## src/inc/afc_pkg.sv

```systemverilog
// Constants, field layout and types of the front-end filter control block
package afc_pkg;
  // Register byte offsets
  localparam logic [7:0] OFS_PRI_CTRL = 8'h00;
  localparam logic [7:0] OFS_AUX_CTRL = 8'h04;
  localparam logic [7:0] OFS_FLT_CTRL = 8'h08;
  localparam logic [7:0] OFS_EXC_CTRL = 8'h0C;
  localparam logic [7:0] OFS_RESULT   = 8'h10;
  localparam logic [7:0] OFS_STATUS   = 8'h14;
  // primary_conv_control fields
  localparam int PRI_GAIN_LSB = 0;
  localparam int PRI_DIAG_LSB = 4;
  // aux_conv_control fields
  localparam int AUX_DIAG_LSB = 0;
  // filter_control fields
  localparam int FLT_DEC_LSB  = 0;
  localparam int FLT_CHOP_BIT = 7;
  // excitation_control fields
  localparam int EXC_MAG_LSB  = 0;
  localparam int EXC_RT0_BIT  = 4;
  localparam int EXC_RT1_BIT  = 5;
  localparam int EXC_EN0_BIT  = 6;
  localparam int EXC_EN1_BIT  = 7;
  // status fields
  localparam int STA_RDY_BIT  = 0;
  localparam int STA_PH_BIT   = 1;
  localparam int STA_DERR_BIT = 2;
  // Widths
  localparam int DW     = 32;
  localparam int SMP_W  = 24;
  localparam int DEC_W  = 7;
  localparam int GAIN_N = 10;
  // Reset values and limits
  localparam logic [7:0]       CTRL_RST  = 8'h00;
  localparam logic [DEC_W-1:0] DEC_RST   = 7'h7F;
  localparam logic [DEC_W-1:0] DEC_MIN   = 7'h03;
  localparam logic [3:0]       GAIN_MAX  = 4'h9;
  localparam logic [3:0]       MAG_MIN   = 4'h1;
  localparam logic [3:0]       MAG_MAX   = 4'h5;
  localparam logic [1:0]       DIAG_OFF  = 2'h0;
  // Modulator sampling rate
  localparam int CLK_HZ  = 10_000_000;
  localparam int MOD_HZ  = 500_000;
  localparam int MOD_DIV = CLK_HZ / MOD_HZ;
  localparam logic [4:0] MOD_DIV_LAST = 5'(MOD_DIV - 1);
  localparam logic [SMP_W-1:0] SMP_POS = 24'h00_0001;
  localparam logic [SMP_W-1:0] SMP_NEG = 24'hFF_FFFF;
  typedef logic signed [SMP_W-1:0] afc_smp_t;
  typedef enum logic {
    AFC_WB_IDLE = 1'b0,
    AFC_WB_ACK  = 1'b1
  } afc_wb_st_t;
endpackage : afc_pkg

```

## src/inc/afc_smp_if.sv

```systemverilog
// Decimator sample carrier between decimator and chop averager
`timescale 1ns/100ps
`default_nettype none
interface afc_smp_if;
  import afc_pkg::*;
  logic     valid;
  afc_smp_t data;
  logic     phase;
  logic     chop;
  modport src (output valid, output data, output phase, output chop);
  modport dst (input valid, input data, input phase, input chop);
endinterface : afc_smp_if
`default_nettype wire

```

## src/core/afc_top.sv

```systemverilog
// Front-end control, sinc3 decimator and register file of the converter
// Notes on behaviour
// - Primary diagnostic enables follow primary two-bit field.
// - Primary field zero: both diagnostic currents off.
// - Primary field one: first input current only.
// - Primary field three: both input currents on.
// - Aux diagnostic enables follow aux two-bit field.
// - Decimation factor from filter control bits six-zero.
// - Chop mode swaps inputs each output period.
// - Chop mode averages new and previous outputs.
// - Four-bit gain field selects ten gains.
// - Source zero enabled only by bit six.
// - Source one enabled only by bit seven.
// - Four-bit magnitude field, 200 uA steps, 1 mA.
// - Route bits steer either source to one pin.
`timescale 1ns/100ps
`default_nettype none
module afc_top
  import afc_pkg::*;
(
  input  wire logic          clk_i,
  input  wire logic          rst_i,
  input  wire logic [7:0]    wb_adr_i,
  input  wire logic [DW-1:0] wb_dat_i,
  input  wire logic [3:0]    wb_sel_i,
  input  wire logic          wb_we_i,
  input  wire logic          wb_cyc_i,
  input  wire logic          wb_stb_i,
  output logic [DW-1:0]      wb_dat_o,
  output logic               wb_ack_o,
  input  wire logic          mod_bit_i,
  output logic [1:0]         pri_diag_en_o,
  output logic [1:0]         aux_diag_en_o,
  output logic [GAIN_N-1:0]  gain_sel_o,
  output logic               chop_swap_o,
  output logic [1:0]         excite_en_o,
  output logic [3:0]         excitation_magnitude_o,
  output logic [1:0]         excite_pin_a_o,
  output logic [1:0]         excite_pin_b_o
);
  // Register state
  logic [7:0]       pri_ctrl_ff;
  logic [7:0]       aux_ctrl_ff;
  logic [7:0]       flt_ctrl_ff;
  logic [7:0]       exc_ctrl_ff;
  logic             rdy_ff;
  afc_wb_st_t       wb_st_ff;
  afc_wb_st_t       nxt_wb_st;

  // Bus decode
  wire req      = wb_cyc_i & wb_stb_i;
  wire wr_take  = req & wb_we_i & (wb_st_ff == AFC_WB_ACK) & wb_sel_i[0];
  wire rd_start = req & (wb_st_ff == AFC_WB_IDLE);
  wire hit_pri  = (wb_adr_i == OFS_PRI_CTRL);
  wire hit_aux  = (wb_adr_i == OFS_AUX_CTRL);
  wire hit_flt  = (wb_adr_i == OFS_FLT_CTRL);
  wire hit_exc  = (wb_adr_i == OFS_EXC_CTRL);
  wire hit_res  = (wb_adr_i == OFS_RESULT);
  wire hit_sta  = (wb_adr_i == OFS_STATUS);
  wire rd_res   = req & ~wb_we_i & hit_res & (wb_st_ff == AFC_WB_ACK);

  // Classic cycle: one wait state, ack for one cycle, then idle
  always_comb begin
    nxt_wb_st = AFC_WB_IDLE;
    case (wb_st_ff)
      AFC_WB_IDLE: nxt_wb_st = req ? AFC_WB_ACK : AFC_WB_IDLE;
      AFC_WB_ACK:  nxt_wb_st = AFC_WB_IDLE;
      default:     nxt_wb_st = AFC_WB_IDLE;
    endcase
  end

  always_ff @(posedge clk_i) begin
    if (rst_i) begin
      wb_st_ff <= AFC_WB_IDLE;
      wb_ack_o <= 1'b0;
    end else begin
      wb_st_ff <= nxt_wb_st;
      wb_ack_o <= (nxt_wb_st == AFC_WB_ACK);
    end
  end

  // Writes land on the edge where the master sees ack
  always_ff @(posedge clk_i) begin
    if (rst_i) begin
      pri_ctrl_ff <= CTRL_RST;
      aux_ctrl_ff <= CTRL_RST;
      flt_ctrl_ff <= {1'b0, DEC_RST};
      exc_ctrl_ff <= CTRL_RST;
    end else if (wr_take) begin
      if (hit_pri) pri_ctrl_ff <= wb_dat_i[7:0];
      if (hit_aux) aux_ctrl_ff <= wb_dat_i[7:0];
      if (hit_flt) flt_ctrl_ff <= wb_dat_i[7:0];
      if (hit_exc) exc_ctrl_ff <= wb_dat_i[7:0];
    end
  end

  // Field extraction
  wire [1:0]       pri_diag_sel = pri_ctrl_ff[PRI_DIAG_LSB +: 2];
  wire [1:0]       aux_diag_sel = aux_ctrl_ff[AUX_DIAG_LSB +: 2];
  wire [3:0]       gain_code    = pri_ctrl_ff[PRI_GAIN_LSB +: 4];
  wire [DEC_W-1:0] dec_word     = flt_ctrl_ff[FLT_DEC_LSB +: DEC_W];
  wire             chop_en      = flt_ctrl_ff[FLT_CHOP_BIT];
  wire [3:0]       mag_code     = exc_ctrl_ff[EXC_MAG_LSB +: 4];
  wire             src0_route   = exc_ctrl_ff[EXC_RT0_BIT];
  wire             src1_route   = exc_ctrl_ff[EXC_RT1_BIT];
  wire             src0_en      = exc_ctrl_ff[EXC_EN0_BIT];
  wire             src1_en      = exc_ctrl_ff[EXC_EN1_BIT];

  // Diagnostic enables: bit 0 first input, bit 1 second input
  wire [1:0] nxt_pri_diag = (pri_diag_sel == DIAG_OFF) ? 2'b00 : pri_diag_sel;
  wire [1:0] nxt_aux_diag = (aux_diag_sel == DIAG_OFF) ? 2'b00 : aux_diag_sel;

  // Reserved gain codes fall back to unity so the amplifier never floats
  wire             gain_ok       = (gain_code <= GAIN_MAX);
  wire [3:0]       gain_eff      = gain_ok ? gain_code : 4'h0;
  wire [GAIN_N-1:0] nxt_gain_sel = GAIN_N'(1) << gain_eff;

  // Magnitude clamped into 200 uA .. 1 mA steps
  wire [3:0] nxt_mag = (mag_code < MAG_MIN) ? MAG_MIN :
                       (mag_code > MAG_MAX) ? MAG_MAX : mag_code;

  // Route bit low: own pin; high: the other pin
  wire [1:0] nxt_pin_a = {src1_en & src1_route, src0_en & ~src0_route};
  wire [1:0] nxt_pin_b = {src1_en & ~src1_route, src0_en & src0_route};

  always_ff @(posedge clk_i) begin
    if (rst_i) begin
      pri_diag_en_o          <= 2'b00;
      aux_diag_en_o          <= 2'b00;
      gain_sel_o             <= GAIN_N'(1);
      excite_en_o            <= 2'b00;
      excitation_magnitude_o <= MAG_MIN;
      excite_pin_a_o         <= 2'b00;
      excite_pin_b_o         <= 2'b00;
    end else begin
      pri_diag_en_o          <= nxt_pri_diag;
      aux_diag_en_o          <= nxt_aux_diag;
      gain_sel_o             <= nxt_gain_sel;
      excite_en_o            <= {src1_en, src0_en};
      excitation_magnitude_o <= nxt_mag;
      excite_pin_a_o         <= nxt_pin_a;
      excite_pin_b_o         <= nxt_pin_b;
    end
  end

  // Modulator bit crosses in through two flops
  logic mod_meta_ff;
  logic mod_sync_ff;
  always_ff @(posedge clk_i) begin
    if (rst_i) begin
      mod_meta_ff <= 1'b0;
      mod_sync_ff <= 1'b0;
    end else begin
      mod_meta_ff <= mod_bit_i;
      mod_sync_ff <= mod_meta_ff;
    end
  end

  // Modulator rate enable
  logic [4:0] div_ff;
  wire        mod_tick = (div_ff == MOD_DIV_LAST);
  always_ff @(posedge clk_i) begin
    if (rst_i) begin
      div_ff <= '0;
    end else begin
      div_ff <= mod_tick ? 5'h00 : 5'(div_ff + 5'h01);
    end
  end

  // Out-of-range word is flagged; hardware still clamps to the minimum
  wire             dec_low = (dec_word < DEC_MIN);
  wire [DEC_W-1:0] dec_eff = dec_low ? DEC_MIN : dec_word;

  // Sinc3 integrators at the modulator rate; wraparound is harmless
  afc_smp_t   int1_ff;
  afc_smp_t   int2_ff;
  afc_smp_t   int3_ff;
  afc_smp_t   dly1_ff;
  afc_smp_t   dly2_ff;
  afc_smp_t   dly3_ff;
  logic [DEC_W-1:0] dcnt_ff;
  logic       phase_ff;
  logic       smp_vld_ff;
  afc_smp_t   smp_ff;
  logic       smp_ph_ff;
  wire afc_smp_t in_val = mod_sync_ff ? SMP_POS : SMP_NEG;
  wire        dec_tick  = mod_tick & (dcnt_ff >= DEC_W'(dec_eff - DEC_W'(1)));
  wire afc_smp_t comb1  = int3_ff - dly1_ff;
  wire afc_smp_t comb2  = comb1 - dly2_ff;
  wire afc_smp_t comb3  = comb2 - dly3_ff;

  always_ff @(posedge clk_i) begin
    if (rst_i) begin
      int1_ff <= '0;
      int2_ff <= '0;
      int3_ff <= '0;
    end else if (mod_tick) begin
      int1_ff <= int1_ff + in_val;
      int2_ff <= int2_ff + int1_ff;
      int3_ff <= int3_ff + int2_ff;
    end
  end

  // Decimation count and comb section
  always_ff @(posedge clk_i) begin
    if (rst_i) begin
      dcnt_ff <= '0;
      dly1_ff <= '0;
      dly2_ff <= '0;
      dly3_ff <= '0;
    end else if (mod_tick) begin
      dcnt_ff <= dec_tick ? '0 : DEC_W'(dcnt_ff + DEC_W'(1));
      if (dec_tick) begin
        dly1_ff <= int3_ff;
        dly2_ff <= comb1;
        dly3_ff <= comb2;
      end
    end
  end

  // Chop phase flips at each output period; sample keeps its own phase
  always_ff @(posedge clk_i) begin
    if (rst_i) begin
      phase_ff   <= 1'b0;
      smp_vld_ff <= 1'b0;
      smp_ff     <= '0;
      smp_ph_ff  <= 1'b0;
    end else begin
      smp_vld_ff <= dec_tick;
      if (dec_tick) begin
        smp_ff    <= comb3;
        smp_ph_ff <= phase_ff;
        phase_ff  <= chop_en & ~phase_ff;
      end else if (!chop_en) begin
        phase_ff  <= 1'b0;
      end
    end
  end

  assign chop_swap_o = phase_ff;

  afc_smp_if smp_bus ();
  assign smp_bus.valid = smp_vld_ff;
  assign smp_bus.data  = smp_ff;
  assign smp_bus.phase = smp_ph_ff;
  assign smp_bus.chop  = chop_en;

  afc_smp_t result;
  logic     res_strobe;
  afc_chop_avg u_avg (
    .clk_i    (clk_i),
    .rst_i    (rst_i),
    .smp      (smp_bus),
    .result_o (result),
    .strobe_o (res_strobe)
  );

  // Ready flag: a new result in the clearing cycle wins
  always_ff @(posedge clk_i) begin
    if (rst_i) begin
      rdy_ff <= 1'b0;
    end else if (res_strobe) begin
      rdy_ff <= 1'b1;
    end else if (rd_res) begin
      rdy_ff <= 1'b0;
    end
  end

  // Read mux
  logic [DW-1:0] status_w;
  always_comb begin
    status_w               = '0;
    status_w[STA_RDY_BIT]  = rdy_ff;
    status_w[STA_PH_BIT]   = phase_ff;
    status_w[STA_DERR_BIT] = dec_low;
  end

  wire [DW-1:0] rd_data =
    hit_pri ? DW'(pri_ctrl_ff) :
    hit_aux ? DW'(aux_ctrl_ff) :
    hit_flt ? DW'(flt_ctrl_ff) :
    hit_exc ? DW'(exc_ctrl_ff) :
    hit_res ? DW'($unsigned(result)) :
    hit_sta ? status_w : '0;

  always_ff @(posedge clk_i) begin
    if (rst_i) begin
      wb_dat_o <= '0;
    end else if (rd_start && !wb_we_i) begin
      wb_dat_o <= rd_data;
    end
  end
endmodule : afc_top
`default_nettype wire

```

## src/core/afc_chop_avg.sv

```systemverilog
// Chop averaging stage behind the sinc3 decimator
`timescale 1ns/100ps
`default_nettype none
module afc_chop_avg
  import afc_pkg::*;
(
  input  wire logic clk_i,
  input  wire logic rst_i,
  afc_smp_if.dst    smp,
  output afc_smp_t  result_o,
  output logic      strobe_o
);
  afc_smp_t          prev_ff;
  logic              prev_vld_ff;
  wire afc_smp_t     corr;
  wire [SMP_W:0]     sum;
  wire afc_smp_t     avg;
  // Swapped phase carries negated signal; undo so only offset alternates
  assign corr = smp.phase ? -smp.data : smp.data;
  assign sum  = {corr[SMP_W-1], corr} + {prev_ff[SMP_W-1], prev_ff};
  assign avg  = sum[SMP_W:1];

  always_ff @(posedge clk_i) begin
    if (rst_i) begin
      prev_ff     <= '0;
      prev_vld_ff <= 1'b0;
      result_o    <= '0;
      strobe_o    <= 1'b0;
    end else begin
      strobe_o <= 1'b0;
      if (smp.valid && smp.chop) begin
        prev_ff     <= corr;
        prev_vld_ff <= 1'b1;
        // First sample after enable has no partner
        if (prev_vld_ff) begin
          result_o <= avg;
          strobe_o <= 1'b1;
        end
      end else if (smp.valid) begin
        prev_vld_ff <= 1'b0;
        result_o    <= smp.data;
        strobe_o    <= 1'b1;
      end
    end
  end
endmodule : afc_chop_avg
`default_nettype wire

```

## config.mk

```make
export PLATFORM = sky130hd
export DESIGN_NAME = afc_top
export DESIGN_NICKNAME = d
export VERILOG_FILES = /design/src/inc/afc_pkg.sv /design/src/inc/afc_smp_if.sv /design/src/core/afc_top.sv /design/src/core/afc_chop_avg.sv
export SDC_FILE = /design/constraint.sdc
export NUM_CORES = 1
export LEC_CHECK = 0
export BUFFER_PORTS_ARGS = -buffer_cell sky130_fd_sc_hd__buf_2
export CAP_MARGIN = 20
export CORE_MARGIN = 2
export CORE_UTILIZATION = 50
export DETAILED_ROUTE_END_ITERATION = 10
export PLACE_DENSITY = 0.7
export SYNTH_ARGS = -nofsm -noshare
export SYNTH_HDL_FRONTEND = slang
export SYNTH_SLANG_ARGS = --single-unit
```

## constraint.sdc

```tcl
create_clock -name clk_i -period 4.9 [get_ports clk_i]
set_input_delay 0.98 -clock clk_i [delete_from_list [all_inputs] [get_ports clk_i]]
set_output_delay 0.98 -clock clk_i [all_outputs]
set_load 0.1 [all_outputs]
```

==> metrics.csv <==
metric;value;unit
pre-CTS WS;-608;ps
sequential cell fraction of total power;0.454;
Synth top area share;0.326;
Hold EP;mod_sync_ff;
layout cells sized above 1;0.157;
Setup Skew;23.9;ps
Fin. Hold Viols;0;
WL final;47600;um
Critical Path AT;5730;ps
final period utilization;1.08;
Multi-input gate area;12800;um2
number of top-level pins;108;
drt pass-1 iters;5;
Synth Register Bits;317;
Logic pwr share;0.030;
CTS tree;yes;
Hold Crit Depth;1;
detailed router's first-iteration violation count;791;
total CTS buffers;37;
Via-to-Cell Ratio;5.57;
Worst Path Required;5350;ps
cell internal pwr;0.00441;W
global route overflow;0;
async set-reset flop share out of synthesis;0;
Max-Cap Viols;0;
nets;2863;
most common cell in the synthesized netlist;nand2_1;
yosys warns;0;
post-route cell area;23300;um2
sw power;0.00129;W
Pwr Density;245;nW/um2
setup ws final;-372;ps
Syn Area/Cell;7.94;um2
Final Max Tran Viols;0;
hold crit path type;flop to flop;
Primary FF master, synth;dfxtp_1;
routed via count;17711;
r2r endpoint;smp_bus.data[23];
Clk pwr share;0.516;
DR WL/cell;15.0;um
first-pass GRT wire length;80900;um
CP peak stage delay;330;ps
initial antenna violation count;0;
clk buf depth;3;
final core occ;0.604;
area grow syn2layout;19.7;%
register area;6350;um2
DP Wirelength;33600;um
Final GP Congestion;0.873;
Setup TNS Final;-1350;ps
Die Width;201;um
Achievable Freq;190;MHz
crit path capture type;flop;
Post-synth top cells;nand2_1, dfxtp_1, a21oi_1;
met2 WL;23700;um
Clock Latency Late Sink;570;ps
largest cells by area after synthesis;dfxtp_1, ha_1, nand2_1;
DRC Markers;0;
level count of the clock H-tree;2;
die area;40500;um2
R2R Setup Slk;-370;ps
Max-slew headroom;0.367;
CP max FO;3;
Tmin final;5270;ps
switching portion of total power;0.227;
kind of critical path;flop to flop;
ANT nets after route;0;
Seq/Total Area, Yosys;0.326;
starting density of the core;0.504;
core area;38600;um2
Worst IR Drop VDD;0.000213;V
Placed Area;21300;um2
cell area after synthesis;19400;um2
EDFF count, synth;0;
status;complete, but fails checks;
slowest stage cell, crit path;dfxtp_1;
cell leakage power;10.4;nW
Reg2Reg Depth;29;
Worst Setup Start Kind;flop;
Total GRT Usage;0.233;
pin count of the biggest net entering global routing;86;
Detail Route met3 WL;1900;um
Fill cells;3396;
antenna cell count;0;
failing checks;negative setup slack;
Synth area leader;dfxtp_1;
vias in the first global route;17260;
DIE HEIGHT;201;um
Synth cell types;80;
met1 WL;20600;um
final setup vio count;10;
Reg clk slew, reported paths;60;ps
r2r startpoint;dly1_ff[2];
hold path startpoint;mod_meta_ff;
row count;72;
Slew @ Worst Pin;925;ps
post-synthesis cell count;2448;
Root Driver;clkbuf_16;
RSZ-0062 raised after global routing;true;
highest routed layer;met4;
PortBufs;72;
Num Clock Sinks;317;
worst max-delay path: cells and delay by family (launching register included):
family,cells,cell delay (ps)
AO/OA/AOI/OAI,14,2460
buffers and inverters,2,220
flip-flops,1,330
XOR/XNOR,4,600
adder cells (fa/ha/maj),3,780
AND/OR/NAND/NOR,6,790
registers in the layout, summed over array words and instances, names as in the netlist, 2 cells and up:
name and flops:
wb_dat_o 24, int1_ff 24, aux_ctrl_ff 8, div_ff 5, dcnt_ff 7, aux_diag_en_o 2
excite_pin_b_o 2, excite_pin_a_o 2, exc_ctrl_ff 8, u_avg.result_o 24, dly1_ff 24, int2_ff 24
dly2_ff 24, int3_ff 24, flt_ctrl_ff 8, pri_diag_en_o 2, gain_sel_o 10, dly3_ff 24
pri_ctrl_ff 8, smp_bus.data 24, excitation_magnitude_o 4, u_avg.prev_ff 24, excite_en_o 2
metrics by stage:
| stage | instances | total power, W | hold WS (ps) |
|---|---|---|---|
| after CTS | 3176 | 0.00577 | 442 |
| after floorplan | 2456 | 0.00278 | 413 |
| after global placement | 3085 | 0.00281 | 430 |
| after global routing | 3180 | 0.00588 | 461 |
| after detailed placement | 3085 | 0.00282 | 428 |
| final | 3180 | 0.00570 | 437 |
power by group through the flow:
stage          Sequential [W]  Clock [W]  Combinational (W)
6_report              0.00259    0.00294           0.000172
5_1_grt               0.00259    0.00311           0.000185
4_1_cts               0.00259    0.00301           0.000172
3_5_place_dp          0.00264          0           0.000171
3_3_place_gp          0.00264          0           0.000169
2_1_floorplan         0.00267          0           0.000112
final cells by class:
class / instances / share of cell area
flip-flops and latches: 317 / 0.273
repair buffers: 245 / 0.0735
clock buffers: 49 / 0.0452
multi-input cells: 1908 / 0.549
clock inverters: 17 / 0.0109
well taps: 518 / 0.0278
inverters: 126 / 0.0203
per-layer routing:
metal	global-route usage	up-vias
met5	0	-
met1	0.280	8275
met4	0.0872	0
li1	-	8960
met2	0.423	379
met3	0.0285	97
logic make-up (layout without fill, tap and decap cells):
group | Yosys count | in the layout | share of synthesized area
simple gates | 857 | 857 | 0.198
compound gates | 668 | 668 | 0.220
flops | 317 | 317 | 0.326
buf+inv | 231 | 437 | 0.0466
fa+ha+maj | 178 | 178 | 0.117
xor+xnor | 162 | 162 | 0.0737
mux | 34 | 34 | 0.0176
other cells | 1 | 9 | 0.000193
worst max-delay path by stage:
stage                       endpoint  depth (start not counted)        from
floorplan           smp_bus.data[23]                         30  int3_ff[0]
global placement    smp_bus.data[23]                         30  int3_ff[0]
detailed placement  smp_bus.data[23]                         30  int3_ff[0]
CTS                 smp_bus.data[23]                         31  int3_ff[0]
global route        smp_bus.data[23]                         29  int3_ff[0]
finish              smp_bus.data[23]                         29  dly1_ff[2]
cells in the final DEF (no fill, tap or decap), types with 16 or more instances in the layout:
cell type  synthesis  final
ha_1             171    162
nor2_1           223    221
inv_1            125    123
buf_4              8    166
a21o_1            78     78
buf_2              8     71
xnor2_1          114    102
o21a_1            22     21
o221ai_1          21     18
a211oi_1          27     26
a21oi_2            0     16
o21bai_1          19     19
nand4_1           22     22
o21ai_0           92     86
a21oi_1          267    250
dfxtp_1          317    314
nand2b_1          22     21
nand2_1          370    370
mux2i_1           33     33
clkbuf_16          0     38
xor2_1            47     46
nand3_1           33     29
a22oi_1           24     24
nor2b_1           29     27
nor3_1            57     55
what timing repair did:
action                     4_1_cts  5_1_grt
gates resized for setup         55       31
hold buffers                     0        0
setup buffers                   26        7
setup endpoints to repair       10       11
pin swaps                       68       40
(Power assumes the default switching activity.)
